==> config.mk <==
export PLATFORM = sky130hd
export DESIGN_NAME = drpt_ctrl
export DESIGN_NICKNAME = d
export VERILOG_FILES = /design/src/core/drpt_pkg.sv /design/src/core/drpt_ctrl.sv
export VERILOG_INCLUDE_DIRS = /design/src /design/src/core
export SDC_FILE = /design/constraint.sdc
export NUM_CORES = 1
export LEC_CHECK = 0
export ABC_AREA = 1
export ABC_CLOCK_PERIOD_IN_PS = 2650
export BUFFER_PORTS_ARGS = -buffer_cell sky130_fd_sc_hd__clkbuf_2
export CAP_MARGIN = 20
export CORE_MARGIN = 2
export CORE_UTILIZATION = 38
export CTS_CLUSTER_DIAMETER = 30
export CTS_CLUSTER_SIZE = 20
export DETAILED_ROUTE_END_ITERATION = 8
export SYNTH_ARGS = -nofsm -noshare
export SYNTH_HDL_FRONTEND = slang
export SYNTH_SLANG_ARGS = --single-unit
==> constraint.sdc <==
create_clock -name ref_clk_in -period 2.65 [get_ports ref_clk_in]
set_input_delay 0.3975 -clock ref_clk_in [delete_from_list [all_inputs] [get_ports ref_clk_in]]
set_output_delay 0.3975 -clock ref_clk_in [all_outputs]
set_load 0.05 [all_outputs]
==> src/core/drpt_cfg.svh <==
`ifndef DRPT_CFG_SVH
`define DRPT_CFG_SVH
// ---------------------------------
// Register offsets
// ---------------------------------
`define DRPT_OFF_STAT 8'hF0
`define DRPT_OFF_CFG2 8'hF4
`define DRPT_OFF_CFG3 8'hF8
`define DRPT_OFF_CFG4 8'hFC
`define DRPT_CFG_RST 32'h0000_0000
// ---------------------------------
// Field positions
// ---------------------------------
`define DRPT_B_EDO 16
`define DRPT_B_RSV 1
`define DRPT_B_RMW 0
`define DRPT_B_PCK 8
`define DRPT_REFRESH_INTERVAL_COUNT_HI 15
`define DRPT_REFRESH_INTERVAL_COUNT_LO 2
`define DRPT_BST25_HI 31
`define DRPT_BST25_LO 28
`define DRPT_REFRESH_TO_ACTIVATE_GAP_HI 27
`define DRPT_REFRESH_TO_ACTIVATE_GAP_LO 24
`define DRPT_READ_DATA_LATENCY_HI 23
`define DRPT_READ_DATA_LATENCY_LO 20
`define DRPT_BST01_HI 19
`define DRPT_BST01_LO 18
`define DRPT_BST69_HI 3
`define DRPT_BST69_LO 0
`define DRPT_PAGE_MAX_TIMER_HI 31
`define DRPT_PAGE_MAX_TIMER_LO 24
// ---------------------------------
// Limits
// ---------------------------------
`define DRPT_LIM_RSV 3'h3
`define DRPT_LIM_ALL 3'h4
`endif

==> src/core/drpt_pkg.sv <==
package drpt_pkg;
  typedef enum logic [2:0] {CMD_NOP, CMD_ACT, CMD_RD, CMD_WR, CMD_PRE, CMD_REF} drpt_cmd_e;
  typedef enum logic [1:0] {ST_IDLE, ST_CLOSE, ST_ACT, ST_RW} drpt_state_e;
endpackage

==> src/core/drpt_ctrl.sv <==
`timescale 1ns/1ns
`include "drpt_cfg.svh"
// Summary of operation
// - Type bit 16: 0 selects standard DRAM timing, 1 selects EXTENDED_OUTPUT_DRAM_SELECT timing.
// - Bits 15..2 give clock cycles between successive refresh cycles.
// - Each refresh cycle refreshes one row in every bank.
// - Reserve bit 1 limits open pages to three, else four.
// - Bit 0 only changes parity write mode, not parity checking.
// - Ten-bit burst count built from three register slices.
// - Page-open counter reloads with full count on every read or write.
// - Counter or page max timer expiry closes page with precharge.
// - Page hits accepted only while burst interval runs, page max timer has not expired and no refresh is due.
// - Zero page max or zero burst count disables page mode.
// - Refresh to activate waits bits 27..24 clocks.
// - Bits 23..20 give clocks from read command to first data.
// - Read command issued by asserting column strobe output.
// - Write data valid in same clock as write command.
module drpt_ctrl #(
  parameter int ROW_W = 12
) (
  // Clock and reset
  input wire logic ref_clk_in,
  input wire logic rstn_in,
  // Register port
  input wire logic [7:0] reg_addr_in,
  input wire logic [31:0] reg_wdata_in,
  input wire logic reg_wr_in,
  input wire logic reg_rd_in,
  output logic [31:0] reg_rdata_out,
  // Access request
  input wire logic acc_req_in,
  input wire logic acc_write_in,
  input wire logic [1:0] acc_bank_in,
  input wire logic [ROW_W-1:0] acc_row_in,
  output logic acc_ack_out,
  // Memory commands
  output drpt_pkg::drpt_cmd_e mem_cmd_out,
  output logic [1:0] mem_bank_out,
  output logic [ROW_W-1:0] mem_row_out,
  output logic column_strobe_output_out,
  output logic rd_data_valid_out,
  output logic wr_data_valid_out,
  // Mode outputs
  output logic extended_output_dram_select_out,
  output logic readmodifywrite_parity_enable_out,
  output logic parity_check_enable_out
);
  // ---------------------------------
  // Helpers
  // ---------------------------------
  function automatic logic [1:0] low_open(input logic [3:0] v);
    logic [1:0] r;
    r = 2'h0;
    for (int i = 3; i >= 0; i--) begin
      if (v[i]) begin
        r = 2'(i);
      end
    end
    return r;
  endfunction

  function automatic logic [2:0] cnt_open(input logic [3:0] v);
    return 3'(v[0]) + 3'(v[1]) + 3'(v[2]) + 3'(v[3]);
  endfunction

  // ---------------------------------
  // Register file
  // ---------------------------------
  logic [31:0] cfg2, cfg3, cfg4, next_cfg2, next_cfg3, next_cfg4, next_rdata;
  logic next_edo, next_rmw, next_pck;
  drpt_pkg::drpt_state_e state, next_state;
  logic [3:0] open_vld, next_vld;
  logic ref_due, next_due;

  always_comb begin
    next_cfg2 = cfg2;
    next_cfg3 = cfg3;
    next_cfg4 = cfg4;
    next_rdata = 32'h0000_0000;
    if (reg_wr_in) begin
      case (reg_addr_in)
        `DRPT_OFF_CFG2: next_cfg2 = reg_wdata_in;
        `DRPT_OFF_CFG3: next_cfg3 = reg_wdata_in;
        `DRPT_OFF_CFG4: next_cfg4 = reg_wdata_in;
        default: ;
      endcase
    end
    if (reg_rd_in) begin
      case (reg_addr_in)
        `DRPT_OFF_CFG2: next_rdata = cfg2;
        `DRPT_OFF_CFG3: next_rdata = cfg3;
        `DRPT_OFF_CFG4: next_rdata = cfg4;
        `DRPT_OFF_STAT: next_rdata = {24'h000000, 1'b0, ref_due, state, open_vld};
        default: next_rdata = 32'h0000_0000;
      endcase
    end
    next_edo = cfg2[`DRPT_B_EDO];
    next_rmw = cfg2[`DRPT_B_RMW];
    next_pck = cfg4[`DRPT_B_PCK];
  end

  always_ff @(posedge ref_clk_in) begin
    if (!rstn_in) begin
      cfg2 <= `DRPT_CFG_RST;
      cfg3 <= `DRPT_CFG_RST;
      cfg4 <= `DRPT_CFG_RST;
      reg_rdata_out <= 32'h0000_0000;
      extended_output_dram_select_out <= 1'b0;
      readmodifywrite_parity_enable_out <= 1'b0;
      parity_check_enable_out <= 1'b0;
    end else begin
      cfg2 <= next_cfg2;
      cfg3 <= next_cfg3;
      cfg4 <= next_cfg4;
      reg_rdata_out <= next_rdata;
      extended_output_dram_select_out <= next_edo;
      readmodifywrite_parity_enable_out <= next_rmw;
      parity_check_enable_out <= next_pck;
    end
  end

  // ---------------------------------
  // Field views
  // ---------------------------------
  logic [13:0] refresh_interval_count;
  logic [3:0] refresh_to_activate_gap, read_data_latency, lat_eff;
  logic [9:0] bst_val;
  logic [7:0] page_max_timer;
  logic page_en;
  logic [2:0] open_lim;
  assign refresh_interval_count = cfg2[`DRPT_REFRESH_INTERVAL_COUNT_HI:`DRPT_REFRESH_INTERVAL_COUNT_LO];
  assign refresh_to_activate_gap = cfg3[`DRPT_REFRESH_TO_ACTIVATE_GAP_HI:`DRPT_REFRESH_TO_ACTIVATE_GAP_LO];
  assign read_data_latency = cfg3[`DRPT_READ_DATA_LATENCY_HI:`DRPT_READ_DATA_LATENCY_LO];
  assign lat_eff = (read_data_latency == 4'h0) ? 4'h1 : read_data_latency;
  assign bst_val = {cfg4[`DRPT_BST01_HI:`DRPT_BST01_LO], cfg3[`DRPT_BST25_HI:`DRPT_BST25_LO],
                    cfg4[`DRPT_BST69_HI:`DRPT_BST69_LO]};
  assign page_max_timer = cfg4[`DRPT_PAGE_MAX_TIMER_HI:`DRPT_PAGE_MAX_TIMER_LO];
  assign page_en = (page_max_timer != 8'h00) && (bst_val != 10'h000);
  assign open_lim = cfg2[`DRPT_B_RSV] ? `DRPT_LIM_RSV : `DRPT_LIM_ALL;

  // ---------------------------------
  // Refresh interval
  // ---------------------------------
  logic [13:0] ref_cnt, next_ref_cnt;
  logic issue_ref;

  always_comb begin
    next_ref_cnt = ref_cnt + 14'h0001;
    next_due = ref_due && !issue_ref;
    if (refresh_interval_count == 14'h0000) begin
      next_ref_cnt = 14'h0000;
    end else if (ref_cnt >= refresh_interval_count - 14'h0001) begin
      next_ref_cnt = 14'h0000;
      next_due = 1'b1;
    end
  end

  always_ff @(posedge ref_clk_in) begin
    if (!rstn_in) begin
      ref_cnt <= 14'h0000;
      ref_due <= 1'b0;
    end else begin
      ref_cnt <= next_ref_cnt;
      ref_due <= next_due;
    end
  end

  // ---------------------------------
  // Command sequencer
  // ---------------------------------
  logic [ROW_W-1:0] open_row [4];
  logic [ROW_W-1:0] next_rows [4];
  logic [ROW_W-1:0] next_row;
  logic [9:0] bst_cnt, next_bst;
  logic [7:0] pg_cnt, next_pg;
  logic [3:0] rec_cnt, next_rec;
  logic [14:0] rd_pipe, next_pipe;
  drpt_pkg::drpt_cmd_e next_cmd;
  logic [1:0] next_bank, low_b;
  logic next_ack, next_cas, next_rdv, next_wrv, hit;

  always_comb begin
    next_state = state;
    next_vld = open_vld;
    next_rows = open_row;
    next_cmd = drpt_pkg::CMD_NOP;
    next_bank = mem_bank_out;
    next_row = mem_row_out;
    next_ack = 1'b0;
    next_wrv = 1'b0;
    next_bst = (bst_cnt != 10'h000) ? bst_cnt - 10'h001 : 10'h000;
    next_pg = (open_vld == 4'h0) ? 8'h00 : ((pg_cnt == 8'hFF) ? pg_cnt : pg_cnt + 8'h01);
    next_rec = (rec_cnt != 4'h0) ? rec_cnt - 4'h1 : 4'h0;
    next_pipe = rd_pipe >> 1;
    next_rdv = rd_pipe[0];
    low_b = low_open(open_vld);
    hit = open_vld[acc_bank_in] && (open_row[acc_bank_in] == acc_row_in);
    unique case (state)
      drpt_pkg::ST_IDLE: begin
        if (ref_due) begin
          if (open_vld != 4'h0) begin
            next_state = drpt_pkg::ST_CLOSE;
          end else begin
            next_cmd = drpt_pkg::CMD_REF;
            next_rec = refresh_to_activate_gap;
          end
        end else if ((open_vld != 4'h0) && (bst_cnt == 10'h000 || pg_cnt >= page_max_timer)) begin
          next_state = drpt_pkg::ST_CLOSE;
        end else if (acc_req_in && !acc_ack_out) begin
          if (hit && page_en) begin
            next_state = drpt_pkg::ST_RW;
          end else if (open_vld[acc_bank_in]) begin
            next_cmd = drpt_pkg::CMD_PRE;
            next_bank = acc_bank_in;
            next_vld[acc_bank_in] = 1'b0;
            next_state = drpt_pkg::ST_ACT;
          end else if (cnt_open(open_vld) >= open_lim) begin
            next_cmd = drpt_pkg::CMD_PRE;
            next_bank = low_b;
            next_vld[low_b] = 1'b0;
          end else begin
            next_state = drpt_pkg::ST_ACT;
          end
        end
      end
      drpt_pkg::ST_ACT: begin
        if (rec_cnt == 4'h0) begin
          next_cmd = drpt_pkg::CMD_ACT;
          next_bank = acc_bank_in;
          next_row = acc_row_in;
          next_vld[acc_bank_in] = 1'b1;
          next_rows[acc_bank_in] = acc_row_in;
          next_state = drpt_pkg::ST_RW;
        end
      end
      drpt_pkg::ST_RW: begin
        next_bank = acc_bank_in;
        next_ack = 1'b1;
        next_bst = bst_val;
        if (acc_write_in) begin
          next_cmd = drpt_pkg::CMD_WR;
          next_wrv = 1'b1;
        end else begin
          next_cmd = drpt_pkg::CMD_RD;
          next_pipe = next_pipe | 15'(15'h0001 << (lat_eff - 4'h1));
        end
        next_state = page_en ? drpt_pkg::ST_IDLE : drpt_pkg::ST_CLOSE;
      end
      drpt_pkg::ST_CLOSE: begin
        if (open_vld != 4'h0) begin
          next_cmd = drpt_pkg::CMD_PRE;
          next_bank = low_b;
          next_vld[low_b] = 1'b0;
        end else begin
          next_state = drpt_pkg::ST_IDLE;
        end
      end
    endcase
    next_cas = (next_cmd == drpt_pkg::CMD_RD) || (next_cmd == drpt_pkg::CMD_WR);
    issue_ref = (next_cmd == drpt_pkg::CMD_REF);
  end

  always_ff @(posedge ref_clk_in) begin
    if (!rstn_in) begin
      state <= drpt_pkg::ST_IDLE;
      open_vld <= 4'h0;
      for (int i = 0; i < 4; i++) begin
        open_row[i] <= '0;
      end
      bst_cnt <= 10'h000;
      pg_cnt <= 8'h00;
      rec_cnt <= 4'h0;
      rd_pipe <= 15'h0000;
      mem_cmd_out <= drpt_pkg::CMD_NOP;
      mem_bank_out <= 2'h0;
      mem_row_out <= '0;
      column_strobe_output_out <= 1'b0;
      acc_ack_out <= 1'b0;
      rd_data_valid_out <= 1'b0;
      wr_data_valid_out <= 1'b0;
    end else begin
      state <= next_state;
      open_vld <= next_vld;
      open_row <= next_rows;
      bst_cnt <= next_bst;
      pg_cnt <= next_pg;
      rec_cnt <= next_rec;
      rd_pipe <= next_pipe;
      mem_cmd_out <= next_cmd;
      mem_bank_out <= next_bank;
      mem_row_out <= next_row;
      column_strobe_output_out <= next_cas;
      acc_ack_out <= next_ack;
      rd_data_valid_out <= next_rdv;
      wr_data_valid_out <= next_wrv;
    end
  end
endmodule

### Word-level counts from Yosys, hierarchy flattened

Cells that the tools add are included.

* $add $sub $neg: 9
* $mul: 0
* divide/modulo/power cells: 0
* order comparisons: 9
* equality and inequality tests: 23
* shifts and indexed selects: 1
* multiplexer cells: 71
* bitwise logic cells: 9
* reductions and logical operators: 37

Operators with widths (number)
* 32-bit one-hot mux with 4 select lines: 1
* 4-bit two-way mux: 13
* 48-bit bitwise mux: 1
* 2-bit two-way mux: 21
* 8-bit == test, second input constant: 5
* 12-bit two-way mux: 3
* 14-bit two-way mux: 2
* 3-bit two-way mux: 9
* 12-bit binary-select mux with 2-bit select: 1
* 12-bit demux with 2-bit select: 1
* 10-bit two-way mux: 2
* 10-bit nonzero test: 2
* 2-bit one-hot mux with 4 select lines: 2
* 14-bit by 15-bit OR with 15-bit output: 1
* 1-bit by 4-bit << shifter with 15-bit output, first input constant: 1
* 14-bit by 1-bit adder with 14-bit output, second input constant: 1
* 14-bit greater-or-equal comparator: 1
* 14-bit logical NOT: 1
* 2-bit inequality test, second input constant: 7
* 14-bit by 1-bit subtractor with 14-bit output, second input constant: 1
* 12-bit == test: 1
* 4-bit logical NOT: 3
* 3-bit one-hot mux with 4 select lines: 1
* 4-bit one-hot mux with 3 select lines: 1
* other kinds (41): 77

* register bits: 258
* latch bits: 0
* bits in writable memories: 0
* bits in read-only memories: 0
* input port bits: 60
* output and inout port bits: 56
* logic and storage cells: 186
* memories: 0

### Logic depth before layout (Yosys ltp)

* depth after elaboration: 17
* depth in mapped cells: 18
* gate-level depth less buffers: 18

### Least setup slack after synthesis

OpenSTA, ideal clock, no wires.

* kind: register -> register
* start point: register open_vld[3]
* end point: register mem_bank_out[0]
* setup time: 0.131 ns
* arrival: 2.348 ns
* required time: 2.519 ns
* path slack: 0.172 ns
* cell stages (with the launch flop): 14
* buffers on the path: 0
* clock period less this slack: 2.478 ns
* cells stage by stage: dfxtp_1 > fa_1 > ha_1 > ha_1 > ha_1 > o21ai_0 > nand2_1 > a21oi_1 > nand2_1 > inv_1 > o21ai_0 > nand3_2 > nand2_1 > a21oi_2

* longest elaborated chain between the ends: 11
* elaborated cells on any way between the ends: 25
* those cells by class: add/sub (1); order compare (1); eq/ne (4); mux (14); reduce/logical (5)

Ends and longest elaborated chain
* from (decl): RTL line drpt_ctrl.sv:72 `logic [3:0] open_vld, next_vld;`
* from (signal assigned): RTL line drpt_ctrl.sv:283 `open_vld <= next_vld;`
* 2-bit two-way mux (4 in a row): RTL line drpt_ctrl.sv:55 `if (v[i]) begin`
* 2-bit two-way mux: RTL line drpt_ctrl.sv:217 `end else if (cnt_open(open_vld) >= open_lim) begin`
* 2-bit two-way mux: RTL line drpt_ctrl.sv:212 `end else if (open_vld[acc_bank_in]) begin`
* 2-bit two-way mux: RTL line drpt_ctrl.sv:210 `if (hit && page_en) begin`
* 2-bit two-way mux: RTL line drpt_ctrl.sv:209 `end else if (acc_req_in && !acc_ack_out) begin`
* 2-bit two-way mux: RTL line drpt_ctrl.sv:207 `end else if ((open_vld != 4'h0) && (bst_cnt == 10'h000 || pg_cnt >= page_max_timer)) begin`
* 2-bit two-way mux: RTL line drpt_ctrl.sv:200 `if (ref_due) begin`
* 2-bit one-hot mux with 4 select lines: RTL line drpt_ctrl.sv:198 `unique case (state)`
* to (signal assigned): RTL line drpt_ctrl.sv:290 `mem_bank_out <= next_bank;`
* to (decl): RTL line drpt_ctrl.sv:38 `output logic [1:0] mem_bank_out,`

Several ways; a longest one is shown, not always the timed one. The select of a mux whose other input is x is not followed.
A chain may end at the register's enable or synchronous reset.

### Worst setup path in the final report

* start point: register open_vld[3]
* end point: register open_vld[1]

* longest elaborated chain between the ends: 17
* elaborated cells on any way between the ends: 32
* those cells by class: add/sub (1); order compare (3); eq/ne (4); mux (16); bitwise (2); reduce/logical (6)

Ends and longest elaborated chain (RTL line)
* 2-bit two-way mux (4 in a row): drpt_ctrl.sv:55
* 2-bit by 3-bit less-than comparator with 1-bit output (implied by the code) / 2-bit by 1-bit greater-or-equal comparator with 1-bit output (equally long branches): drpt_ctrl.sv:220, drpt_ctrl.sv:253
* 1-bit logical AND (implied by the code): drpt_ctrl.sv:220, drpt_ctrl.sv:253
* 1-bit two-way mux (implied by the code): drpt_ctrl.sv:220, drpt_ctrl.sv:253
* 1-bit demux with 2-bit select: drpt_ctrl.sv:220, drpt_ctrl.sv:253
* 4-bit NOT (no source line)
* 4-bit bitwise AND (no source line)
* 4-bit two-way mux: drpt_ctrl.sv:217
* 4-bit two-way mux: drpt_ctrl.sv:212
* 4-bit two-way mux: drpt_ctrl.sv:210
* 4-bit two-way mux: drpt_ctrl.sv:209
* 4-bit two-way mux: drpt_ctrl.sv:207
* 4-bit two-way mux: drpt_ctrl.sv:200
* 4-bit one-hot mux with 3 select lines: drpt_ctrl.sv:198

Several ways; a longest one is shown, not always the timed one. The select of a mux whose other input is x is not followed.

==> reports/qor.yml <==
critPathKind: "flop to flop"
cts.sinks: 257
wl_per_cell_um: 14.9
ant_nets: 0
timing.final.crit_share: 0.958
power.leakage_uw: 0.00664
synth_area_per_cell_um2: 7.25
ys_async_sr_fraction: 0
synth_warnings: 0
viasPerCell: 5.02
synth_common_cells: "nand2_1, dfxtp_1, inv_1"
cts_buffers: 58
grt-ovfl-total: 0
yosysSeqAreaShare: 0.436
ir_drop_mv: 0.502
grt_pass1_wl_mm: 53.5
status: "complete, no violations"
max_freq_mhz: 394
core_area_um2: 30600
synth_cells: 1628
fin_nets: 1868
setup_viol: 0
gp_congestion: 0.854
die_width_um: 180
ys_seq_elements: 257
fillers: 3036
max-slew-margin-rel: 0.596
drive_above_1_share: 0.183
worst_slack_ns: 0.112
ff_latch_area_um2: 5150
syn-cell-area_um2: 11800
synth_area_leaders: "dfxtp_1, nand2_1, a21oi_1"
critPathRequiredTime_ns: 3.10
grt_max_degree: 65
hold_viol_final: 0
synth_edf_count: 0
finalSetupTns_ns: 0
holdCritPathClass: "primary input to flop"
cts-root-buf: "clkbuf_16"
grt_pass1_vias: 10800
num_antenna_cells: 0
synthDistinctLibCells: 40
start_util: 0.386
die_h_um: 180
post-place-ws_ns: -0.0197
ioPinCount: 116
multi_input_comb_area_um2: 5590
portBuffers: 115
vias: 11100
arrival_ns: 2.99
syn-num-nets: 1726
yosysMostFrequentCell: "nand2_1"
wirelength_mm: 33.0
worst_pin_slew_ns: 0.606
crit_fanout: 8
cts_tree: "yes"
clock_skew_ns: 0.0285
ctsHoldBuffers: 0
die-area_um2: 32500
powerDensity_nw_per_um2: 926
synth_ff_type: "dfxtp_1"
clk_pin_slew_ns: 0.04
clock_latency_ns: 0.57
final_max_slew_viol_count: 0
h-tree-depth: 2
cap_viol_max_count: 0
drt-pass1-iter-count: 5
clockBufferDepth: 3
synth_top_area_share: 0.436
drt_iter0_drc: 767
start_kind: "flop"
period_needed_ns: 2.54
rsz0062_at_grt: "yes"
rows: 64
dp_hpwl_mm: 22.5
critPathCaptureType: "flop"
synth_area_leader_cell: "dfxtp_1"
grt_usage: 0.198
area_delta_synth_final_pct: 28.5
antenna_found_initial: 1
drcViolationCount: 0
[cell families (layout without fill, tap and decap cells)]
kind of cell / Yosys count / count (layout) / synth area share
AO/OA/AOI/OAI: 445 / 445 / 0.202
AND/OR/NAND/NOR: 561 / 561 / 0.200
flip-flops: 257 / 257 / 0.436
XOR/XNOR: 24 / 24 / 0.0178
adder cells (fa/ha/maj): 38 / 38 / 0.0409
buffers and inverters: 303 / 492 / 0.103
[sequential cells by signal, indices dropped and copies added (netlist names), 2 cells and up]
register,count
reg_rdata_out,32
cfg2,32
rd_pipe,15
open_row,48
cfg3,32
mem_row_out,12
ref_cnt,14
state,2
pg_cnt,8
cfg4,32
mem_cmd_out,3
open_vld,4
bst_cnt,10
mem_bank_out,2
rec_cnt,4
[critical path: stages (launching register included)]
cell and delay (ns):
dfxtp_2 0.32, fa_1 0.54, ha_2 0.19, ha_4 0.19, ha_1 0.27, o21ai_1 0.08, nand2_1 0.08, a21oi_2 0.16
nand2_1 0.11, a21oi_2 0.17, nor2_2 0.07, nand4_4 0.10, nand2_1 0.06, nand2_1 0.06, nor2_1 0.04
[power breakdown]
| group | switching (µW) | internal [µW] | leakage [µW] |
|---|---|---|---|
| Combinational | 1500 | 722 | 0.00354 |
| Sequential | 164 | 4120 | 0.00208 |
| Clock | 2230 | 5300 | 0.00102 |
[layer usage]
metal	share of wire	track usage	vias up
met3	0.065	0.0424	56
li1	-	-	5629
met2	0.47	0.335	318
met1	0.45	0.252	5102
met4	0.019	0.0603	2
met5	0.00033	0	-
[cells in the final DEF, fill, tap and decap left out, types with 7 or more instances in the layout]
master / netlist / routed
nand2_1: 311 / 305
dfxtp_1: 257 / 253
inv_1: 220 / 214
a21oi_1: 195 / 193
o21ai_0: 170 / 166
nor2_1: 126 / 120
clkbuf_2: 0 / 114
clkbuf_16: 0 / 60
nand3_1: 54 / 51
buf_4: 6 / 41
o22ai_1: 36 / 36
ha_1: 37 / 34
nor3_1: 23 / 20
xor2_1: 19 / 19
nand2_2: 11 / 17
a211oi_1: 15 / 15
clkbuf_8: 0 / 14
nor2_2: 11 / 11
nand4_1: 10 / 10
o221ai_1: 10 / 10
bufinv_16: 0 / 9
inv_2: 4 / 8
nor2_4: 2 / 8
clkinv_2: 0 / 8
o21ai_1: 4 / 7
[what timing repair did]
action | in CTS | in global routing
resized for setup | 4 | 44
endpoints found under the setup margin | 5 | 22
gates cloned | 0 | 1
hold endpoints to repair | 0 | 0
pin swaps | 0 | 15
buffers inserted | 0 | 6
[area by class of cell]
class                   instances  area share
multi-input cells            1068       0.369
flip-flops and latches        257       0.340
clock buffers                  79       0.112
repair buffers                159      0.0635
inverters                     226      0.0566
well taps                     396      0.0327
clock inverters                28      0.0271
[final timing paths]
kind,from,endpoint,slack [ns],cells past startpoint
max reg2reg,open_vld[3],open_vld[1],0.11,14
max,open_vld[3],open_vld[1],0.11,14
min,acc_row_in[10],mem_row_out[10],0.11,3
min reg2reg,rd_pipe[0],rd_data_valid_out,0.42,2
[stage by stage]
step / cell area, µm² / instances / util / total power [µW] / hold slack, ns
6_report: 15200 / 2213 / 0.496 / 14000 / 0.110
5_1_grt: 15200 / 2213 / 0.496 / 14600 / 0.100
4_1_cts: 14900 / 2206 / 0.488 / 14100 / 0.0897
3_5_place_dp: 12800 / 2099 / 0.419 / 6480 / 0.425
3_3_place_gp: 12800 / 2099 / 0.419 / 6440 / 0.397
2_1_floorplan: 11800 / 1628 / - / 5890 / 0.390
Power figures use the tool's default switching activity.
